### src/design/cpu_cfg_consts.svh
// Constants for the processor configuration control register bank
`ifndef CPU_CFG_CONSTS_SVH
`define CPU_CFG_CONSTS_SVH

// Configuration indices, byte address is four times the index
`define IDX_THIRD_CFG       8'hc3
`define IDX_FEATURE_CTRL    8'he8
`define IDX_NMI_EXT_CTRL    8'heb
`define ADDR_THIRD_CFG      {2'b00, `IDX_THIRD_CFG, 2'b00}
`define ADDR_FEATURE_CTRL   {2'b00, `IDX_FEATURE_CTRL, 2'b00}
`define ADDR_NMI_EXT_CTRL   {2'b00, `IDX_NMI_EXT_CTRL, 2'b00}

// Interrupt block, outside the configuration index space
`define ADDR_IRQ_STATUS     12'h400
`define ADDR_IRQ_ENABLE     12'h404
`define ADDR_IRQ_CLEAR      12'h408

// Reset values
`define RST_FEATURE_CTRL    8'h85
`define RST_NMI_EXT_CTRL    8'h00
`define RST_THIRD_CFG       8'h00
`define RST_IRQ             3'h0

// Field positions
`define MAP_ENABLE_BIT      4
`define NMI_GEN_BIT         2
`define EXT_MM_BIT          0
`define NMI_EXT_WMASK       8'h05

// Interrupt status layout
`define IRQ_W               3
`define IRQ_NMI_BIT         0
`define IRQ_BLOCKED_BIT     1
`define IRQ_IDFAULT_BIT     2

// I/O recovery counter width, holds up to 128 bus clocks
`define IORT_CNT_W          8

`endif

### src/design/cpu_cfg_pkg.sv
// Types and helper functions for the configuration control register bank
`include "cpu_cfg_consts.svh"

package cpu_cfg_pkg;

  typedef struct packed {
    logic       ident_instr_enable;
    logic       sysmgmt_irq_nesting;
    logic       float_fast_mode_en;
    logic       dir_entry_cache_en;
    logic       read_bypass_en;
    logic [2:0] io_recovery_time;
  } feature_ctrl_s;

  typedef struct packed {
    logic [11:0] addr;
    logic        write;
    logic [31:0] wdata;
  } apb_req_s;

  typedef enum logic [0:0] {APB_IDLE, APB_ACCESS} apb_state_e;

  // Bus clocks of I/O recovery for a 3-bit code
  function automatic logic [`IORT_CNT_W-1:0] recovery_cycles(input logic [2:0] code);
    logic [`IORT_CNT_W-1:0] one;
    one = 8'h01;
    if (code == 3'h0) begin
      return 8'h00;
    end
    return one << code;
  endfunction

  // Indices reachable while map enable is clear
  function automatic logic map_free(input logic [7:0] idx);
    return (idx == 8'hc1) || (idx == 8'hc2) || (idx == 8'hc3) ||
           (idx == 8'hcd) || (idx == 8'hce) || (idx == 8'hcf) ||
           (idx == 8'hfe) || (idx == 8'hff);
  endfunction

  // Configuration index of an address, or 0 when outside the index space
  function automatic logic [7:0] index_of(input logic [11:0] addr);
    if (addr[11:10] != 2'b00 || addr[1:0] != 2'b00) begin
      return 8'h00;
    end
    return addr[9:2];
  endfunction

endpackage

### src/design/cpu_cfg_regs.sv
// Processor configuration control register bank with APB slave and interrupt
//
// Design decision made here: the APB slave port.
`timescale 1ns/1ps
`default_nettype none
`include "cpu_cfg_consts.svh"

module cpu_cfg_regs (
  input  wire logic        pclk,
  input  wire logic        presetn,
  input  wire logic        psel,
  input  wire logic        penable,
  input  wire logic        pwrite,
  input  wire logic [11:0] paddr,
  input  wire logic [31:0] pwdata,
  output var  logic [31:0] prdata,
  output var  logic        pready,
  output var  logic        pslverr,
  input  wire logic        ident_instr_exec,
  input  wire logic        id_flag_write,
  input  wire logic        id_flag_wdata,
  input  wire logic        smi_req,
  input  wire logic        in_sysmgmt_mode,
  input  wire logic        io_req,
  input  wire logic        io_done,
  output var  logic        ident_instr_enable,
  output var  logic        id_flag,
  output var  logic        ident_instr_fault,
  output var  logic        sysmgmt_irq_nesting,
  output var  logic        smi_accept,
  output var  logic        float_fast_mode_en,
  output var  logic        dir_entry_cache_en,
  output var  logic        read_bypass_en,
  output var  logic [2:0]  io_recovery_time,
  output var  logic        io_grant,
  output var  logic        io_hold,
  output var  logic        nmi_pulse,
  output var  logic        ext_multimedia_insn_en,
  output var  logic        map_enable,
  output var  logic        irq
);

  cpu_cfg_pkg::feature_ctrl_s feature_r;
  cpu_cfg_pkg::apb_req_s      req;
  cpu_cfg_pkg::apb_state_e    state_r;
  cpu_cfg_pkg::apb_state_e    state_nxt;
  logic [7:0]                 nmi_ext_r;
  logic [7:0]                 third_cfg_r;
  logic [`IRQ_W-1:0]          irq_status_r;
  logic [`IRQ_W-1:0]          irq_status_nxt;
  logic [`IRQ_W-1:0]          irq_enable_r;
  logic [`IRQ_W-1:0]          irq_event;
  logic [`IRQ_W-1:0]          irq_clear;
  logic [7:0]                 req_idx;
  logic                       setup;
  logic                       commit;
  logic                       hit_feature;
  logic                       hit_nmi_ext;
  logic                       hit_third;
  logic                       hit_status;
  logic                       hit_enable;
  logic                       hit_clear;
  logic                       allowed;
  logic                       blocked;
  logic                       unmapped;
  logic [31:0]                rdata_nxt;
  logic                       nmi_rise;

  assign req.addr  = paddr;
  assign req.write = pwrite;
  assign req.wdata = pwdata;

  // Bus phase tracking
  assign setup  = psel && !penable;
  assign commit = psel && penable && pready && (state_r == cpu_cfg_pkg::APB_ACCESS);

  // Access phase follows every setup cycle
  always_comb begin
    state_nxt = state_r;
    case (state_r)
      cpu_cfg_pkg::APB_IDLE: begin
        if (setup) begin
          state_nxt = cpu_cfg_pkg::APB_ACCESS;
        end
      end
      cpu_cfg_pkg::APB_ACCESS: begin
        if (commit) begin
          state_nxt = cpu_cfg_pkg::APB_IDLE;
        end
      end
      default: begin
        state_nxt = cpu_cfg_pkg::APB_IDLE;
      end
    endcase
  end

  always_ff @(posedge pclk or negedge presetn) begin
    if (!presetn) begin
      state_r <= cpu_cfg_pkg::APB_IDLE;
    end else begin
      state_r <= state_nxt;
    end
  end

  // Address decode
  assign req_idx = cpu_cfg_pkg::index_of(req.addr);

  always_comb begin
    hit_feature = 1'b0;
    hit_nmi_ext = 1'b0;
    hit_third   = 1'b0;
    hit_status  = 1'b0;
    hit_enable  = 1'b0;
    hit_clear   = 1'b0;
    if (req.addr == `ADDR_FEATURE_CTRL) begin
      hit_feature = 1'b1;
    end else if (req.addr == `ADDR_NMI_EXT_CTRL) begin
      hit_nmi_ext = 1'b1;
    end else if (req.addr == `ADDR_THIRD_CFG) begin
      hit_third = 1'b1;
    end else if (req.addr == `ADDR_IRQ_STATUS) begin
      hit_status = 1'b1;
    end else if (req.addr == `ADDR_IRQ_ENABLE) begin
      hit_enable = 1'b1;
    end else if (req.addr == `ADDR_IRQ_CLEAR) begin
      hit_clear = 1'b1;
    end
  end

  // Index space gate; interrupt block is always open
  always_comb begin
    allowed = 1'b1;
    if (hit_feature || hit_nmi_ext || hit_third) begin
      allowed = third_cfg_r[`MAP_ENABLE_BIT] || cpu_cfg_pkg::map_free(req_idx);
    end
  end

  // Unmapped addresses answer with an error too
  assign unmapped = !(hit_feature || hit_nmi_ext || hit_third ||
                      hit_status || hit_enable || hit_clear);
  assign blocked  = !unmapped && !allowed;

  // Read data prepared in the setup cycle
  always_comb begin
    rdata_nxt = 32'h0000_0000;
    if (allowed) begin
      if (hit_feature) begin
        rdata_nxt = {24'h00_0000, feature_r};
      end else if (hit_nmi_ext) begin
        rdata_nxt = {24'h00_0000, nmi_ext_r};
      end else if (hit_third) begin
        rdata_nxt = {24'h00_0000, third_cfg_r};
      end else if (hit_status) begin
        rdata_nxt = {29'h000_0000, irq_status_r};
      end else if (hit_enable) begin
        rdata_nxt = {29'h000_0000, irq_enable_r};
      end
    end
  end

  always_ff @(posedge pclk or negedge presetn) begin
    if (!presetn) begin
      prdata  <= 32'h0000_0000;
      pready  <= 1'b0;
      pslverr <= 1'b0;
    end else if (setup) begin
      prdata  <= req.write ? 32'h0000_0000 : rdata_nxt;
      pready  <= 1'b1;
      pslverr <= unmapped || blocked;
    end else begin
      prdata  <= 32'h0000_0000;
      pready  <= 1'b0;
      pslverr <= 1'b0;
    end
  end

  // Feature control register
  always_ff @(posedge pclk or negedge presetn) begin
    if (!presetn) begin
      feature_r <= `RST_FEATURE_CTRL;
    end else if (commit && req.write && hit_feature && allowed) begin
      feature_r <= req.wdata[7:0];
    end
  end

  // Second control register, reserved bits stay zero
  always_ff @(posedge pclk or negedge presetn) begin
    if (!presetn) begin
      nmi_ext_r <= `RST_NMI_EXT_CTRL;
    end else if (commit && req.write && hit_nmi_ext && allowed) begin
      nmi_ext_r <= req.wdata[7:0] & `NMI_EXT_WMASK;
    end
  end

  // Third configuration register, only map enable is held
  always_ff @(posedge pclk or negedge presetn) begin
    if (!presetn) begin
      third_cfg_r <= `RST_THIRD_CFG;
    end else if (commit && req.write && hit_third) begin
      third_cfg_r <= req.wdata[7:0] & (8'h01 << `MAP_ENABLE_BIT);
    end
  end

  // One NMI per zero-to-one change of the generate bit
  assign nmi_rise = commit && req.write && hit_nmi_ext && allowed &&
                    req.wdata[`NMI_GEN_BIT] && !nmi_ext_r[`NMI_GEN_BIT];

  // One-cycle pulse after the committing edge
  always_ff @(posedge pclk or negedge presetn) begin
    if (!presetn) begin
      nmi_pulse <= 1'b0;
    end else begin
      nmi_pulse <= nmi_rise;
    end
  end

  // Identification flag and instruction
  always_ff @(posedge pclk or negedge presetn) begin
    if (!presetn) begin
      id_flag <= 1'b0;
    end else if (id_flag_write && feature_r.ident_instr_enable) begin
      id_flag <= id_flag_wdata;
    end
  end

  always_ff @(posedge pclk or negedge presetn) begin
    if (!presetn) begin
      ident_instr_fault <= 1'b0;
    end else begin
      ident_instr_fault <= ident_instr_exec && !feature_r.ident_instr_enable;
    end
  end

  // System-management interrupt acceptance
  always_ff @(posedge pclk or negedge presetn) begin
    if (!presetn) begin
      smi_accept <= 1'b0;
    end else begin
      smi_accept <= smi_req && (!in_sysmgmt_mode || feature_r.sysmgmt_irq_nesting);
    end
  end

  // Feature control copies
  always_ff @(posedge pclk or negedge presetn) begin
    if (!presetn) begin
      ident_instr_enable  <= 1'b0;
      sysmgmt_irq_nesting <= 1'b0;
      float_fast_mode_en  <= 1'b0;
      dir_entry_cache_en  <= 1'b0;
      read_bypass_en      <= 1'b0;
      io_recovery_time    <= 3'h0;
    end else begin
      ident_instr_enable  <= feature_r.ident_instr_enable;
      sysmgmt_irq_nesting <= feature_r.sysmgmt_irq_nesting;
      float_fast_mode_en  <= feature_r.float_fast_mode_en;
      dir_entry_cache_en  <= feature_r.dir_entry_cache_en;
      read_bypass_en      <= feature_r.read_bypass_en;
      io_recovery_time    <= feature_r.io_recovery_time;
    end
  end

  // Extended instruction enable copy
  always_ff @(posedge pclk or negedge presetn) begin
    if (!presetn) begin
      ext_multimedia_insn_en <= 1'b0;
    end else begin
      ext_multimedia_insn_en <= nmi_ext_r[`EXT_MM_BIT];
    end
  end

  // Map enable copy
  always_ff @(posedge pclk or negedge presetn) begin
    if (!presetn) begin
      map_enable <= 1'b0;
    end else begin
      map_enable <= third_cfg_r[`MAP_ENABLE_BIT];
    end
  end

  // I/O recovery gap
  io_recovery_timer u_io_recovery (
    .pclk             (pclk),
    .presetn          (presetn),
    .io_recovery_time (feature_r.io_recovery_time),
    .io_req           (io_req),
    .io_done          (io_done),
    .io_grant         (io_grant),
    .io_hold          (io_hold)
  );

  // Interrupt status, a new event wins over a clear
  always_comb begin
    irq_event = '0;
    irq_event[`IRQ_NMI_BIT]     = nmi_rise;
    irq_event[`IRQ_BLOCKED_BIT] = commit && blocked;
    irq_event[`IRQ_IDFAULT_BIT] = ident_instr_exec && !feature_r.ident_instr_enable;
  end

  // Clear register is write-only, reads as zero
  assign irq_clear = (commit && req.write && hit_clear) ? req.wdata[`IRQ_W-1:0] : '0;

  always_comb begin
    irq_status_nxt = (irq_status_r & ~irq_clear) | irq_event;
  end

  // Sticky status bits
  always_ff @(posedge pclk or negedge presetn) begin
    if (!presetn) begin
      irq_status_r <= `RST_IRQ;
    end else begin
      irq_status_r <= irq_status_nxt;
    end
  end

  // Interrupt enable register
  always_ff @(posedge pclk or negedge presetn) begin
    if (!presetn) begin
      irq_enable_r <= `RST_IRQ;
    end else if (commit && req.write && hit_enable) begin
      irq_enable_r <= req.wdata[`IRQ_W-1:0];
    end
  end

  // Level output, a new enable applies from the next edge
  always_ff @(posedge pclk or negedge presetn) begin
    if (!presetn) begin
      irq <= 1'b0;
    end else begin
      irq <= |(irq_status_nxt & irq_enable_r);
    end
  end

endmodule

`default_nettype wire

### src/design/io_recovery_timer.sv
// I/O recovery timer holding off I/O accesses for a programmed bus clock count
`timescale 1ns/1ps
`default_nettype none
`include "cpu_cfg_consts.svh"

module io_recovery_timer (
  input  wire logic       pclk,
  input  wire logic       presetn,
  input  wire logic [2:0] io_recovery_time,
  input  wire logic       io_req,
  input  wire logic       io_done,
  output var  logic       io_grant,
  output var  logic       io_hold
);

  logic [`IORT_CNT_W-1:0] cnt_r;
  logic [`IORT_CNT_W-1:0] cnt_nxt;

  always_comb begin
    cnt_nxt = cnt_r;
    if (io_done) begin
      cnt_nxt = cpu_cfg_pkg::recovery_cycles(io_recovery_time);
    end else if (cnt_r != 8'h00) begin
      cnt_nxt = cnt_r - 8'h01;
    end
  end

  always_ff @(posedge pclk or negedge presetn) begin
    if (!presetn) begin
      cnt_r <= 8'h00;
    end else begin
      cnt_r <= cnt_nxt;
    end
  end

  always_ff @(posedge pclk or negedge presetn) begin
    if (!presetn) begin
      io_hold <= 1'b0;
    end else begin
      io_hold <= (cnt_nxt != 8'h00);
    end
  end

  // Grant only once the recovery gap has elapsed
  always_ff @(posedge pclk or negedge presetn) begin
    if (!presetn) begin
      io_grant <= 1'b0;
    end else begin
      io_grant <= io_req && !io_done && (cnt_nxt == 8'h00);
    end
  end

endmodule

`default_nettype wire

### config.mk
export PLATFORM = sky130hd
export DESIGN_NAME = cpu_cfg_regs
export DESIGN_NICKNAME = d
export VERILOG_FILES = /design/src/design/cpu_cfg_pkg.sv /design/src/design/cpu_cfg_regs.sv /design/src/design/io_recovery_timer.sv
export VERILOG_INCLUDE_DIRS = /design/src /design/src/design
export SDC_FILE = /design/constraint.sdc
export NUM_CORES = 1
export LEC_CHECK = 0
export BUFFER_PORTS_ARGS = -buffer_cell sky130_fd_sc_hd__buf_4
export CORE_MARGIN = 5
export CORE_UTILIZATION = 30
export DETAILED_ROUTE_END_ITERATION = 12
export GPL_TIMING_DRIVEN = 0
export PLACE_DENSITY_LB_ADDON = 0.05
export RECOVER_POWER = 25
export SLEW_MARGIN = 20
export SYNTH_ARGS = -nofsm -noshare
export SYNTH_HDL_FRONTEND = slang
export SYNTH_SLANG_ARGS = --single-unit
### constraint.sdc
create_clock -name pclk -period 2.46 [get_ports pclk]
set_clock_uncertainty 0.2 [all_clocks]
set_input_delay 0 -clock pclk [delete_from_list [all_inputs] [get_ports pclk]]
set_output_delay 0 -clock pclk [all_outputs]
set_load 0.01 [all_outputs]
# Yosys cells after proc, flatten, opt, wreduce, memory -nomap -nowiden
# Index checks and enable logic that the tools add are counted.
# op_classes
bitwise,5
addsub,1
mux,44
shift,1
reduce_logical,51
n_eq_ne,14
# ops
op,n
"8-bit equality test, second input constant",8
32-bit 2-to-1 mux,2
8-bit 2-to-1 mux,8
"12-bit by 10-bit equality test with 1-bit output, second input constant",3
"12-bit by 11-bit equality test with 1-bit output, second input constant",3
1-bit 2-to-1 mux,28
1-bit logical AND,21
1-bit logical OR,16
8-bit nonzero test,2
5-bit 2-to-1 mux,2
3-bit 2-to-1 mux,3
8-bit zero test,1
"1-bit by 3-bit << shifter with 8-bit output, first input constant",1
"8-bit by 1-bit subtractor with 8-bit output, second input constant",1
1-bit zero test,7
3-bit AND,2
2-bit nonzero test,2
3-bit zero test,1
3-bit inverter,1
3-bit OR,1
3-bit OR reduction,1
1-bit case mux with 2 select lines,1
1-bit inverter,1
# totals
regBits,77
input_bits,56
output_inout_bits,51
wordCells,146

# Logic depth before layout (Yosys ltp)
# logic_depth
depth_word,20
mapped_depth,7

# Hierarchy
# From an unflattened synthesis, not the netlist that was laid out.
# hier_totals
hier_cells,242
area_unflattened_um2,2643.8
# by_module_without_submodules
module,cells_each,area_each_um2,instances
cpu_cfg_regs,168,1941.9,1
io_recovery_timer,74,701.9,1

# Least setup slack after synthesis
# OpenSTA, ideal clock, no wires.
# synth_timing
kind,in2reg
startpoint,input port paddr[1]
endpoint,register nmi_ext_r[2]
t_arrival_ns,1.325
path_stages,5
setup_ns,0.127
slack_ns,0.808
cell_sequence,nor3_2 nand3_1 nor4_1 o21a_1 mux2_1
# synth_between
elab_chain_len,15
# synth_rtl
item,line,rtl
from (decl),cpu_cfg_regs.sv:14,"input wire logic [11:0] paddr,"
2-bit nonzero test,cpu_cfg_pkg.sv:42,if (addr[11:10] != 2'b00 || addr[1:0] != 2'b00) begin
1-bit logical OR,cpu_cfg_pkg.sv:42,
1-bit 2-to-1 mux,cpu_cfg_pkg.sv:42,
8-bit 2-to-1 mux,cpu_cfg_pkg.sv:45,return addr[9:2];
8-bit equality test,cpu_cfg_pkg.sv:35,return (idx == 8'hc1) || (idx == 8'hc2) || (idx == 8'hc3) ||
1-bit logical OR (3 in a row),cpu_cfg_pkg.sv:35,
1-bit logical OR (3 in a row),cpu_cfg_pkg.sv:36,(idx == 8'hcd) || (idx == 8'hce) || (idx == 8'hcf) ||
1-bit logical OR,cpu_cfg_pkg.sv:37,(idx == 8'hfe) || (idx == 8'hff);
1-bit logical OR,cpu_cfg_regs.sv:134,allowed = third_cfg_r[`MAP_ENABLE_BIT] || cpu_cfg_pkg::map_free(req_idx);
1-bit 2-to-1 mux,cpu_cfg_regs.sv:133,if (hit_feature || hit_nmi_ext || hit_third) begin
1-bit logical AND (*),cpu_cfg_regs.sv:190,end else if (commit && req.write && hit_nmi_ext && allowed) begin
to (signal assigned),cpu_cfg_regs.sv:189,nmi_ext_r <= `RST_NMI_EXT_CTRL;
to (signal assigned),cpu_cfg_regs.sv:191,nmi_ext_r <= req.wdata[7:0] & `NMI_EXT_WMASK;
to (decl),cpu_cfg_regs.sv:47,logic [7:0] nmi_ext_r;
# Every way passes the cells marked *; elsewhere a longest branch is shown, timed or not.
# A chain may end at the register's enable or synchronous reset.

==> metrics.txt <==
largest net degree at the start of global routing=54; Antenna Cells=0; Synth Register Bits=53; leakage=1.82 nW; Post-Place Cells=441; antenna-violating nets left=0; arrival time at the worst endpoint=2.38 ns; core area=slightly below 9000 µm²; Clock Tree Root=clkbuf_8; worst hold slack=0.00794 ns; cell taking the most area after synthesis=dfrtp_1; Placement Cell Area=~3400 µm²; routed vias=2258; area of the multi-input gates=1230 µm²; Overflow after GRT=0; num rows=34; endpoints failing setup=0; die width=approximately 110 µm; layout cell share with drive strength beyond 1=31.2%; hold crit path type=in -> reg; Wirelength per Cell=14.3 µm; Reg2Reg Setup Slack=0.13 ns; hold path depth=6; DR pass1 iterations=4; number of flops mapped to enable cells by yosys=0; beginning of the worst register-to-register path=u_io_recovery.cnt_r[0]; design area=3810 µm²; gr busiest metal=met2; GRT Resource Usage Total=12.7%; number of global-route vias before repair=around 2300; FMAX=about 430 MHz; Post-Synth Simple-Gate Area=21.5%; initial core utilization=31.0%; clk buf depth=2; Post-Syn Area=~2700 µm²; GR Util met3=3.18%; Slew Viols, Final=0; number of fill cells=a little under 900; startpoint types=flop; ys flop type=dfrtp_1; Post-Synth Adder-Cell Area=0.917%; power per standard cell area=around 580 nW/µm²; clock tree from TritonCTS=yes; WS Path Type=reg -> reg; syn avg cell area=10.7 µm²; CP Data Required Time=about 2.5 ns; Netlist cell types=66; crit end category=flop; vias per cell=4.65; port buffer count=55; # Max-Cap Violations=0; RR Endpoint=u_io_recovery.io_grant; Worst-Margin Slew=around 1.3 ns; initial antenna violation count=0; Iter 0 DRT Violations=73; die area=11100 µm²; Final min period=2.33 ns; post-synthesis sequential area ratio=between 40% and 50%; yosys warns=0; TritonCTS Buffers=5; HPWL Detailed=5.00 mm; unrepaired setup endpoints after global routing=no; ranking of synthesized cells by area=dfrtp_1, buf_4, mux2_2; share of the synthesized area in the top cell type=45.9%; crit-path max FO=6; leading cell types in the layout, fill and taps excluded=buf_4, dfrtp_1, dlygate4sd3_1; hold endpoint=prdata[1]; Overall Power=about 2.2 mW; post-synthesis compound-gate area fraction=11.0%; grt met2 use=approximately 20%; endpoints failing hold=0; largest family of logic cells by synthesized area=simple AND/OR/NAND/NOR gates; Placer Congestion=0.804; fin nets=435; H-tree depth=2; Post-synth ARST share=100%; CP max stage delay=0.52 ns; CP cell instances=inv_1 -> ha_1 -> or4b_4 -> o21ai_4 -> o32ai_2 -> nor4_4 -> and3_1; final std cells w/o fill=~490; Die H=105 µm; Tcrit/Tclk final=94.7%; register area=1330 µm²; Clock Latency Late Sink=0.31 ns; CTS Sinks=53; final WL=~6.9 mm; # DRC=0; commonest non-fill, non-tap cell in the layout=buf_4; setup tns final=0 ns; Max-slew headroom=12.1%; XOR/XNOR Fraction of Synth Area=0.963%; first-pass GRT wire length=11.6 mm; Clk pin slew, worst setup/hold paths=about 0.11 ns; Critical-path top delay cell=or4b_4; cell count of the worst reg-to-reg path=7; min-delay src=paddr[1]; multiplexer area fraction after synthesis=6.56%; Layout Area Growth over Synthesis=39.6%; worst vdd ir=0.211 mV; I/O pins=~110; run status=finished, final reports clean; Post-Syn Instances=255; met1 Use GR=17.4%
Yosys cell counts, types with 2 or more instances:
cell type and n:
a21oi_1 3, a22oi_1 2, a31oi_1 2, and2_1 6, and3_1 4, buf_2 3, buf_4 24, buf_6 2
dfrtp_1 50, dfstp_2 3, ha_1 2, inv_1 15, mux2_1 2, mux2_2 13, nand2_1 13, nand2b_1 2
nand3_1 9, nand4_1 8, nor2_1 19, nor2b_1 3, nor3_1 5, nor3b_1 2, nor4_1 5, nor4_4 2
o21ai_0 9, o21ai_1 2, o221ai_1 2, o32a_1 2, or2b_2 2, or3_1 2, xnor2_1 2
final cells by class:
cell class	count	share of cell area [%]
Buffer	30	5.85
Clock buffer	5	1.81
Clock inverter	3	0.690
Inverter	15	1.48
Multi-Input combinational cell	180	32.2
Sequential cell	53	34.9
Tap cell	108	3.55
Timing Repair Buffer	92	19.5
per-stage QoR:
stage / utilization, % / setup slack [ns]
global placement: 38.2 / 0.123
floorplan: - / 0.357
CTS: 43.1 / 0.0211
global route: 43.3 / 0.00667
finish: 43.3 / 0.130
detailed placement: 38.2 / 0.157
logic make-up (layout without fill, tap and decap cells):
kind of cell,count (synthesis),in the layout
other cells,1,24
simple gates,96,96
flops,53,53
fa+ha+maj,2,2
xor+xnor,3,3
buf+inv,45,145
mux,16,16
compound gates,39,39
power by group:
| group | total, mW | internal (mW) | switching [mW] |
|---|---|---|---|
| combinational | 0.694 | 0.333 | 0.361 |
| clock | 0.520 | 0.208 | 0.313 |
| sequential | 0.983 | 0.929 | 0.0540 |
registers in the layout (all words and copies together) (netlist names), 2 cells and up:
register             flops
io_recovery_time         3
prdata                   8
irq_status_r             3
irq_enable_r             3
feature_r                8
nmi_ext_r                2
u_io_recovery.cnt_r      8
repair_timing:
action                     in CTS  in global routing
buffers inserted                0                  3
gates resized for setup         0                  3
setup endpoints to repair       0                 12
hold endpoints to repair       89                  0
hold buffers                   34                  0
routing by layer:
layer	part of all wire, %	vias up
li1	-	1108
met1	48	1082
met2	46	63
met3	5.3	5
met4	0.76	0
met5	0	-
worst max path at each step:
stage | from | endpoint | slack, ns | depth (start not counted)
5_1_grt | u_io_recovery.cnt_r[0] | u_io_recovery.io_hold | 0.007 | 7
3_3_place_gp | u_io_recovery.cnt_r[0] | u_io_recovery.io_grant | 0.12 | 7
2_1_floorplan | u_io_recovery.cnt_r[0] | u_io_recovery.io_grant | 0.36 | 7
4_1_cts | paddr[8] | irq_enable_r[1] | 0.02 | 7
6_report | u_io_recovery.cnt_r[0] | u_io_recovery.io_grant | 0.13 | 7
3_5_place_dp | u_io_recovery.cnt_r[0] | u_io_recovery.io_grant | 0.16 | 7
worst max-delay path: cells and delay by family (launching register included):
family | cells | cell delay (ns)
buffers and inverters | 1 | 0.12
AOI/OAI and AO/OA | 2 | 0.31
adders and majority gates | 1 | 0.17
and+or+nand+nor | 3 | 1.04
DFF | 1 | 0.44
No activity file was read; power rests on OpenSTA's default activity.
